--- src/core/power_state_consts.vh ---
`ifndef POWER_STATE_CONSTS_VH
`define POWER_STATE_CONSTS_VH

// ==========================================================================
// Timing
// ==========================================================================
// Clock period in nanoseconds.
`define CLK_PERIOD_NS     20
// Long-press threshold in milliseconds.
`define LONG_PRESS_MS     4000
// Long-press threshold in core clock cycles.
// Cycles per millisecond come first, so the product stays inside 32-bit integers.
`define LONG_PRESS_CYC    (`LONG_PRESS_MS * (1000000 / `CLK_PERIOD_NS))

// ==========================================================================
// Sleeping-state encodings of the OS command and state report
// ==========================================================================
`define ST_S0             3'h0
`define ST_S1             3'h1
`define ST_S3             3'h3
`define ST_S4             3'h4
`define ST_S5             3'h5

// ==========================================================================
// Wake source bit positions
// ==========================================================================
`define WK_MODEM          0
`define WK_PS2            1
`define WK_USB            2
`define WK_SWITCH         3
`define WK_RTC            4
`define WK_PCIE           5
`define WK_LAN            6
`define WK_PME            7
`define WK_COUNT          8

// ==========================================================================
// Monitoring
// ==========================================================================
`define RAIL_COUNT        5
`define FAN_COUNT         3

`endif

--- src/core/fan_loop.v ---
`timescale 1ns/1ps
`include "power_state_consts.vh"

// ==========================================================================
// One closed-loop fan channel
// ==========================================================================
module fan_loop #(
	parameter TW = 8
) (
	// Clock and reset.
	input  wire          core_clk,
	input  wire          reset,
	// Thermal input and control.
	input  wire [TW-1:0] temp,
	input  wire [TW-1:0] temp_low,
	input  wire [TW-1:0] temp_high,
	input  wire          fan_allow,
	// Fan drive.
	output reg  [TW-1:0] duty_ff,
	output reg           pwm_ff
);
	// Next duty value and free-running PWM ramp.
	reg  [TW-1:0] nxt_duty;
	reg  [TW-1:0] ramp_ff;

	// Duty follows temperature: off below the low mark, full above the high.
	always @*
	begin
		if (!fan_allow)
			nxt_duty = {TW{1'b0}};
		else if (temp <= temp_low)
			nxt_duty = {TW{1'b0}};
		else if (temp >= temp_high)
			nxt_duty = {TW{1'b1}};
		else if (temp > duty_ff)
			nxt_duty = duty_ff + 1'b1;
		else if (temp < duty_ff)
			nxt_duty = duty_ff - 1'b1;
		else
			nxt_duty = duty_ff;
	end

	// Registered duty, ramp and PWM; the duty steps by one per cycle between the marks and jumps to off or full at them.
	always @(posedge core_clk)
	begin
		if (reset)
		begin
			duty_ff <= {TW{1'b0}};
			ramp_ff <= {TW{1'b0}};
			pwm_ff  <= 1'b0;
		end
		else
		begin
			duty_ff <= nxt_duty;
			ramp_ff <= ramp_ff + 1'b1;
			pwm_ff  <= (nxt_duty == {TW{1'b1}}) | (ramp_ff < nxt_duty);
		end
	end
endmodule // fan_loop

--- src/core/board_power_state_controller.v ---
// Notes on behaviour
// - Short press: off to on, on/sleep toggle.
// - Long press from on or sleep: off.
// - Other transitions only on OS command or wake.
// - Modem, PS/2, USB wake from S1, S3.
// - Switch, RTC, PCIe wake from all sleeps.
// - LAN, PME wake S5 only when enabled.
// - Closed intrusion switch reports intrusion.
// - Flag rails above or below limits.
// - Three fans under thermal closed loop.
// - OS may command soft-off from working.
// - Fans run only in S0 or S1.
`timescale 1ns/1ps
`include "power_state_consts.vh"

module board_power_state_controller #(
	parameter LONG_CYC = `LONG_PRESS_CYC,
	parameter VW       = 10,
	parameter TW       = 8
) (
	// Clock and reset.
	input  wire                  core_clk,
	input  wire                  reset,
	// Front panel and chassis pins, asynchronous.
	input  wire                  pwr_switch_n,
	input  wire                  intrusion_closed,
	// Wake requests, asynchronous.
	input  wire [`WK_COUNT-1:0]  wake_req,
	// Operating system command, same clock.
	input  wire                  os_cmd_valid,
	input  wire [2:0]            os_cmd_state,
	input  wire                  lan_s5_wake_en,
	// Rail readings and limits, packed per rail.
	input  wire [5*VW-1:0]       rail_value,
	input  wire [5*VW-1:0]       rail_high,
	input  wire [5*VW-1:0]       rail_low,
	// Thermal inputs for the fans.
	input  wire [3*TW-1:0]       fan_temp,
	input  wire [TW-1:0]         temp_low,
	input  wire [TW-1:0]         temp_high,
	// Status outputs.
	output reg  [2:0]            state_ff,
	output reg                   main_power_ff,
	output reg                   intrusion_ff,
	output reg  [4:0]            rail_fault_ff,
	output reg  [2:0]            fan_pwm_ff
);
	// ======================================================================
	// Input synchronisers
	// ======================================================================
	// Three stages; the change counts once stages two and three agree.
	reg  [2:0] sw_sync_ff;
	reg  [2:0] in_sync_ff;
	reg  [3*`WK_COUNT-1:0] wk_sync_ff;
	reg        sw_ff;                // Filtered press level, high while held.
	reg        in_ff;                // Filtered intrusion level.
	reg  [`WK_COUNT-1:0] wk_ff;      // Filtered wake levels.
	reg  [`WK_COUNT-1:0] wk_prev_ff; // For rising-edge detect.

	always @(posedge core_clk)
	begin
		if (reset)
		begin
			sw_sync_ff <= 3'h0;
			in_sync_ff <= 3'h0;
			wk_sync_ff <= {3*`WK_COUNT{1'b0}};
			sw_ff      <= 1'b0;
			in_ff      <= 1'b0;
			wk_ff      <= {`WK_COUNT{1'b0}};
			wk_prev_ff <= {`WK_COUNT{1'b0}};
		end
		else
		begin
			sw_sync_ff <= {sw_sync_ff[1:0], ~pwr_switch_n};
			in_sync_ff <= {in_sync_ff[1:0], intrusion_closed};
			wk_sync_ff <= {wk_sync_ff[2*`WK_COUNT-1:0], wake_req};
			if (sw_sync_ff[1] == sw_sync_ff[2])
				sw_ff <= sw_sync_ff[2];
			if (in_sync_ff[1] == in_sync_ff[2])
				in_ff <= in_sync_ff[2];
			wk_ff      <= (wk_sync_ff[2*`WK_COUNT-1:`WK_COUNT]
				& wk_sync_ff[3*`WK_COUNT-1:2*`WK_COUNT])
				| (wk_ff & (wk_sync_ff[2*`WK_COUNT-1:`WK_COUNT]
				| wk_sync_ff[3*`WK_COUNT-1:2*`WK_COUNT]));
			wk_prev_ff <= wk_ff;
		end
	end

	// ======================================================================
	// Press timer
	// ======================================================================
	// Counter saturates at the threshold so a held switch fires only once.
	reg  [31:0] press_cnt_ff;
	reg         sw_prev_ff;
	wire        long_hit  = sw_ff && (press_cnt_ff == LONG_CYC - 1);
	wire        short_rel = !sw_ff && sw_prev_ff
		&& (press_cnt_ff < LONG_CYC);

	always @(posedge core_clk)
	begin
		if (reset)
		begin
			press_cnt_ff <= 32'h0000_0000;
			sw_prev_ff   <= 1'b0;
		end
		else
		begin
			sw_prev_ff <= sw_ff;
			if (!sw_ff && !sw_prev_ff)
				press_cnt_ff <= 32'h0000_0000;
			else if (sw_ff && press_cnt_ff < LONG_CYC)
				press_cnt_ff <= press_cnt_ff + 32'h0000_0001;
		end
	end

	// ======================================================================
	// Wake qualification
	// ======================================================================
	// Decides whether any new wake edge may wake from a given sleep state.
	function wake_ok;
		input [2:0]           st;
		input [`WK_COUNT-1:0] ev;
		input                 lan_en;
		reg                   light;
		begin
			light   = (st == `ST_S1) || (st == `ST_S3);
			wake_ok = (light && (ev[`WK_MODEM] || ev[`WK_PS2]
				|| ev[`WK_USB]))
				|| ((light || st == `ST_S4 || st == `ST_S5)
				&& (ev[`WK_SWITCH] || ev[`WK_RTC] || ev[`WK_PCIE]))
				|| ((light || st == `ST_S4 || (st == `ST_S5 && lan_en))
				&& (ev[`WK_LAN] || ev[`WK_PME]));
		end
	endfunction

	wire [`WK_COUNT-1:0] wk_rise = wk_ff & ~wk_prev_ff;

	// ======================================================================
	// Power state machine
	// ======================================================================
	// One-hot phases: on (S0), asleep (S1/S3/S4), off (S5).
	localparam PH_ON    = 3'b001;
	localparam PH_SLEEP = 3'b010;
	localparam PH_OFF   = 3'b100;

	reg  [2:0] phase_ff;
	reg  [2:0] nxt_phase;
	reg  [2:0] nxt_state;

	always @*
	begin
		nxt_phase = phase_ff;
		nxt_state = state_ff;
		case (phase_ff)
			PH_ON:
			begin
				if (long_hit)
				begin
					nxt_phase = PH_OFF;
					nxt_state = `ST_S5;
				end
				else if (short_rel)
				begin
					nxt_phase = PH_SLEEP;
					nxt_state = `ST_S1;
				end
				else if (os_cmd_valid && os_cmd_state == `ST_S5)
				begin
					nxt_phase = PH_OFF;
					nxt_state = `ST_S5;
				end
				else if (os_cmd_valid && (os_cmd_state == `ST_S1
					|| os_cmd_state == `ST_S3 || os_cmd_state == `ST_S4))
				begin
					nxt_phase = PH_SLEEP;
					nxt_state = os_cmd_state;
				end
			end
			PH_SLEEP:
			begin
				if (long_hit)
				begin
					nxt_phase = PH_OFF;
					nxt_state = `ST_S5;
				end
				else if (short_rel || wake_ok(state_ff, wk_rise, lan_s5_wake_en))
				begin
					nxt_phase = PH_ON;
					nxt_state = `ST_S0;
				end
			end
			PH_OFF:
			begin
				// A release after a long press that forced off is ignored.
				if (short_rel || wake_ok(state_ff, wk_rise, lan_s5_wake_en))
				begin
					nxt_phase = PH_ON;
					nxt_state = `ST_S0;
				end
			end
			default:
			begin
				nxt_phase = PH_OFF;
				nxt_state = `ST_S5;
			end
		endcase
	end

	always @(posedge core_clk)
	begin
		if (reset)
		begin
			phase_ff      <= PH_OFF;
			state_ff      <= `ST_S5;
			main_power_ff <= 1'b0;
		end
		else
		begin
			phase_ff      <= nxt_phase;
			state_ff      <= nxt_state;
			main_power_ff <= (nxt_state == `ST_S0) || (nxt_state == `ST_S1);
		end
	end

	// ======================================================================
	// Intrusion and rail monitoring
	// ======================================================================
	reg  [4:0] nxt_fault;
	integer    i;

	// Each rail is compared against its own window.
	always @*
	begin
		nxt_fault = 5'h0;
		for (i = 0; i < `RAIL_COUNT; i = i + 1)
			nxt_fault[i] = (rail_value[i*VW +: VW] > rail_high[i*VW +: VW])
				|| (rail_value[i*VW +: VW] < rail_low[i*VW +: VW]);
	end

	always @(posedge core_clk)
	begin
		if (reset)
		begin
			intrusion_ff  <= 1'b0;
			rail_fault_ff <= 5'h0;
		end
		else
		begin
			intrusion_ff  <= in_ff;
			rail_fault_ff <= nxt_fault;
		end
	end

	// ======================================================================
	// Fan channels
	// ======================================================================
	wire       fan_allow = (state_ff == `ST_S0) || (state_ff == `ST_S1);
	wire [2:0] fan_pwm;

	genvar g;
	generate
		for (g = 0; g < `FAN_COUNT; g = g + 1)
		begin : fans
			fan_loop #(
				.TW (TW)
			) u_fan (
				.core_clk  (core_clk),
				.reset     (reset),
				.temp      (fan_temp[g*TW +: TW]),
				.temp_low  (temp_low),
				.temp_high (temp_high),
				.fan_allow (fan_allow),
				.duty_ff   (),
				.pwm_ff    (fan_pwm[g])
			);
		end
	endgenerate

	// Retime so the port comes straight from a flip-flop.
	always @(posedge core_clk)
	begin
		if (reset)
			fan_pwm_ff <= 3'h0;
		else
			fan_pwm_ff <= fan_pwm & {3{fan_allow}};
	end
endmodule // board_power_state_controller

--- config.mk ---
export PLATFORM = sky130hd
export DESIGN_NAME = board_power_state_controller
export DESIGN_NICKNAME = d
export VERILOG_FILES = /design/src/core/fan_loop.v /design/src/core/board_power_state_controller.v
export VERILOG_INCLUDE_DIRS = /design/src /design/src/core
export SDC_FILE = /design/constraint.sdc
export NUM_CORES = 1
export LEC_CHECK = 0
export BUFFER_PORTS_ARGS = -buffer_cell sky130_fd_sc_hd__buf_2
export CORE_MARGIN = 2
export CORE_UTILIZATION = 55
export CTS_BUF_LIST = sky130_fd_sc_hd__clkbuf_8 sky130_fd_sc_hd__clkbuf_16
export CTS_CLUSTER_DIAMETER = 120
export CTS_CLUSTER_SIZE = 12
export DETAILED_ROUTE_END_ITERATION = 6
export PLACE_DENSITY = 0.8
export SLEW_MARGIN = 15
export SYNTH_ARGS = -nofsm -noshare
export SYNTH_HDL_FRONTEND = slang
export SYNTH_SLANG_ARGS = --single-unit
--- constraint.sdc ---
create_clock -name core_clk -period 5.82 [get_ports core_clk]
set_input_delay 1.164 -clock core_clk [delete_from_list [all_inputs] [get_ports core_clk]]
set_output_delay 1.164 -clock core_clk [all_outputs]
set_load 0.1 [all_outputs]
==> flow_summary.yaml <==
global_routing:
  use_met1_pct: 28.2
  grt_pass1_wl_mm: 41.0
  grt_usage_pct: 24.1
  overflow: 0
  met3_usage_pct: 5.03
  grt_max_degree: 89
  grt_pass1_vias: 9423
  antenna_found_initial: 0
  grt.busiest_layer: "met2"
  gr-usage-met2_pct: 42.8
timing:
  fin_skew_ns: 0.0110
  fmax_mhz: 239
  slew_violations: 0
  period_needed_ns: 4.18
  worst_pin_slew_ns: 0.954
  period_share_pct: 71.8
  slew_headroom_pct: 36.4
  rsz0062_at_grt: "false"
  setup_tns_ns: 0
  hold_viol_final: 0
  finalSetupViolCount: 0
drt:
  avgRoutedWirePerCell_um: 13.9
  finalWirelength_mm: 25.1
  drtAntennaViolNets: 0
  drtPass1Iterations: 5
  vias: 9783
  vias_per_cell: 5.41
  drt_first_iter_violations: 401
  drc: 0
yosys:
  synth_cells: 1313
  avgSynthCellArea_um2: 8.22
  synth_top_area_cell: "dfxtp_1"
  syn-num-nets: 1718
  synth_top_area_share_pct: 27.5
  synth.area.top_cells: "dfxtp_1, ha_1, inv_1, nor2_1, nor2b_1"
  syn_area_um2: 10800
  ys_seq_area_share_pct: 27.5
  ys_async_sr_fraction_pct: 0
  ys_ff_latch: 148
  synth_warnings: 0
  synth_edf_count: 0
  synth_ff_type: "dfxtp_1"
  ys_types: 70
critical_path:
  cpMaxStageDelayCell: "a2111oi_0"
  worst-path-max-fanout: 7
  arrival_ns: 4.54
  path_cells: "buf_2 > ha_1 > nor2b_1 > o211ai_1 > a21oi_1 > o21ai_0 > o2bb2ai_1 > xnor2_1 > or2_2 > nand2_1 > ha_1 > a211o_1 > nor2_1 > o211ai_1 > a2111oi_0 > a31o_1"
  startpoint: "fan_temp[9]"
  critical_path_class: "in2reg"
  endpoint_kind: "register"
  critPathLaunchType: "primary input"
  r2r_slack_ns: 1.90
  cp_num_buf_inv: 1
  cp.depth: 16
  r2r_end: "fans[1].u_fan.pwm_ff$_SDFF_PP0_"
  slowest_delay_ns: 0.44
  crit_path_end: "fans[1].u_fan.pwm_ff$_SDFF_PP0_"
  timing.rr.start: "fans[1].u_fan.duty_ff[1]$_SDFF_PP0_"
  r2r.worst_path.cells: 16
  worstPathRequired_ns: 6.18
  path_delay_family: "compound AO/OA/AOI/OAI gates"
clocking:
  cts_hold_buf: 0
  insertion_delay_ns: 0.42
  clockBufferDepth: 2
  path_clk_slew_ns: 0.06
  htreeDepth: 4
  post_cts_resized: 0
  cts-root-buf: "clkbuf_16"
  cts.sinks: 148
  postCtsSetupRepairBufs: 0
  cts_tree: "done"
  numCtsBuffers: 17
pwr:
  fin_total_pwr_mw: 2.71
  p_leak_nw: 6.13
  pwr_density_cell_nw_per_um2: 213
  ir_drop_uv: 202
run_status:
  status: "completed"
finish:
  drive_gt1_share_pct: 17.7
  fill_cells: 1671
  diodes: 0
  final_common_cell: "buf_2"
  syn_to_final_growth_pct: 18.2
  final_cell_mix: "buf_2, ha_1, inv_1"
  nNetsFinal: 1937
min_path:
  hp-class: "reg2reg"
die:
  die_y_um: 144
  die-width_um: 144
  core-area_um2: 19300
  io-pin-count: 220
  start_util_pct: 55.8
  num_rows: 51
  dieArea_um2: 20800
run:
  drv_cap: 0
place:
  gp_congestion: 0.960
  port-buffer-count: 219
  post-dp-hpwl_mm: 20.4
[synthesized netlist by cell type, types with 3 or more instances]
cell / number
xnor2_1: 24
nand2b_1: 16
o21ai_0: 57
xor2_1: 29
a21oi_1: 73
o31ai_1: 6
ha_1: 198
a21o_1: 30
or2_2: 7
nand4_1: 33
nor2_1: 120
a21boi_0: 6
inv_1: 162
o21a_1: 14
nor4_1: 8
o21bai_1: 4
clkbuf_1: 18
dfxtp_1: 148
mux2i_1: 14
or4_1: 3
and3_1: 14
o21ai_1: 8
nor3_1: 27
and2_1: 12
a31oi_1: 9
nor2b_1: 65
nand2_1: 77
o211ai_1: 12
mux2_2: 3
nand3_1: 37
or3_1: 9
o2bb2ai_1: 5
and4_1: 5
o2111ai_1: 3
a211o_1: 3
a211oi_1: 10
[layer usage]
layer  share of wire [%]  up-vias
met4                 2.8        0
met3                 6.2       59
met2                  48      327
met5                   0        -
li1                    -     5013
met1                  43     4384
[how the worst min path moves through the flow]
| stage | cells past startpoint | endpoint | slack (ns) | from |
|---|---|---|---|---|
| 4_1_cts | 2 | press_cnt_ff[30]$_SDFFE_PP0P_ | 0.43 | press_cnt_ff[30]$_SDFFE_PP0P_ |
| 5_1_grt | 2 | press_cnt_ff[30]$_SDFFE_PP0P_ | 0.45 | press_cnt_ff[30]$_SDFFE_PP0P_ |
| 3_3_place_gp | 1 | wk_sync_ff[9]$_SDFF_PP0_ | 0.42 | wk_sync_ff[1]$_SDFF_PP0_ |
| 3_5_place_dp | 2 | press_cnt_ff[30]$_SDFFE_PP0P_ | 0.42 | press_cnt_ff[30]$_SDFFE_PP0P_ |
| 6_report | 2 | press_cnt_ff[30]$_SDFFE_PP0P_ | 0.43 | press_cnt_ff[30]$_SDFFE_PP0P_ |
| 2_1_floorplan | 1 | fan_pwm_ff[0]$_SDFF_PP0_ | 0.41 | fans[0].u_fan.pwm_ff$_SDFF_PP0_ |
[sequential cells by signal, summed over array words and instances, names as in the netlist, 3 cells and up]
register / flops
press_cnt_ff: 32
fans.u_fan.duty_ff: 24
fans.u_fan.ramp_ff: 24
wk_sync_ff: 24
wk_ff: 8
wk_prev_ff: 8
rail_fault_ff: 5
fan_pwm_ff: 3
fans.u_fan.pwm_ff: 3
in_sync_ff: 3
phase_ff: 3
state_ff: 3
sw_sync_ff: 3
[kinds of logic (layout without fill, tap and decap cells)]
family                     count (synthesis)  in the layout  synth area share, %
buffers and inverters                    183            414                 6.44
and+or+nand+nor                          453            453                 21.7
muxes                                     17             17                 1.61
xor gates and xnor gates                  53             53                 4.30
DFF                                      148            148                 27.5
AOI/OAI and AO/OA                        261            261                 15.5
adders and majority gates                198            198                 23.0
[stage by stage]
step	setup slack (ns)	cells	utilization (%)	instance area (um^2)	hold slack, ns
3_5_place_dp	1.25	1778	62.8	12100	0.421
6_report	1.64	1809	65.9	12700	0.426
5_1_grt	1.30	1809	65.9	12700	0.448
4_1_cts	1.70	1809	65.9	12700	0.430
2_1_floorplan	1.80	1313	-	10800	0.406
3_3_place_gp	1.40	1778	62.8	12100	0.416
[layout make-up]
| class | instances | area (um^2) | area share (%) |
|---|---|---|---|
| flip-flops and latches | 148 | 2960 | 23.2 |
| clock buffers | 18 | 439 | 3.44 |
| repair buffers | 221 | 1110 | 8.72 |
| well taps | 265 | 332 | 2.60 |
| multi-input cells | 982 | 7140 | 56.0 |
| inverters | 162 | 608 | 4.77 |
| clock inverters | 13 | 160 | 1.26 |
[worst min-delay path: stages (launching register included)]
cell,delay (ns)
dfxtp_1,0.31
inv_1,0.04
nor2_1,0.03
[where the power goes]
part           internal, mW  leakage (nW)  switching, mW
logic                 0.238          4.63          0.306
registers              1.04          1.20         0.0184
clock network         0.656         0.293          0.451
Note: power is estimated with default switching activity, not from simulation.
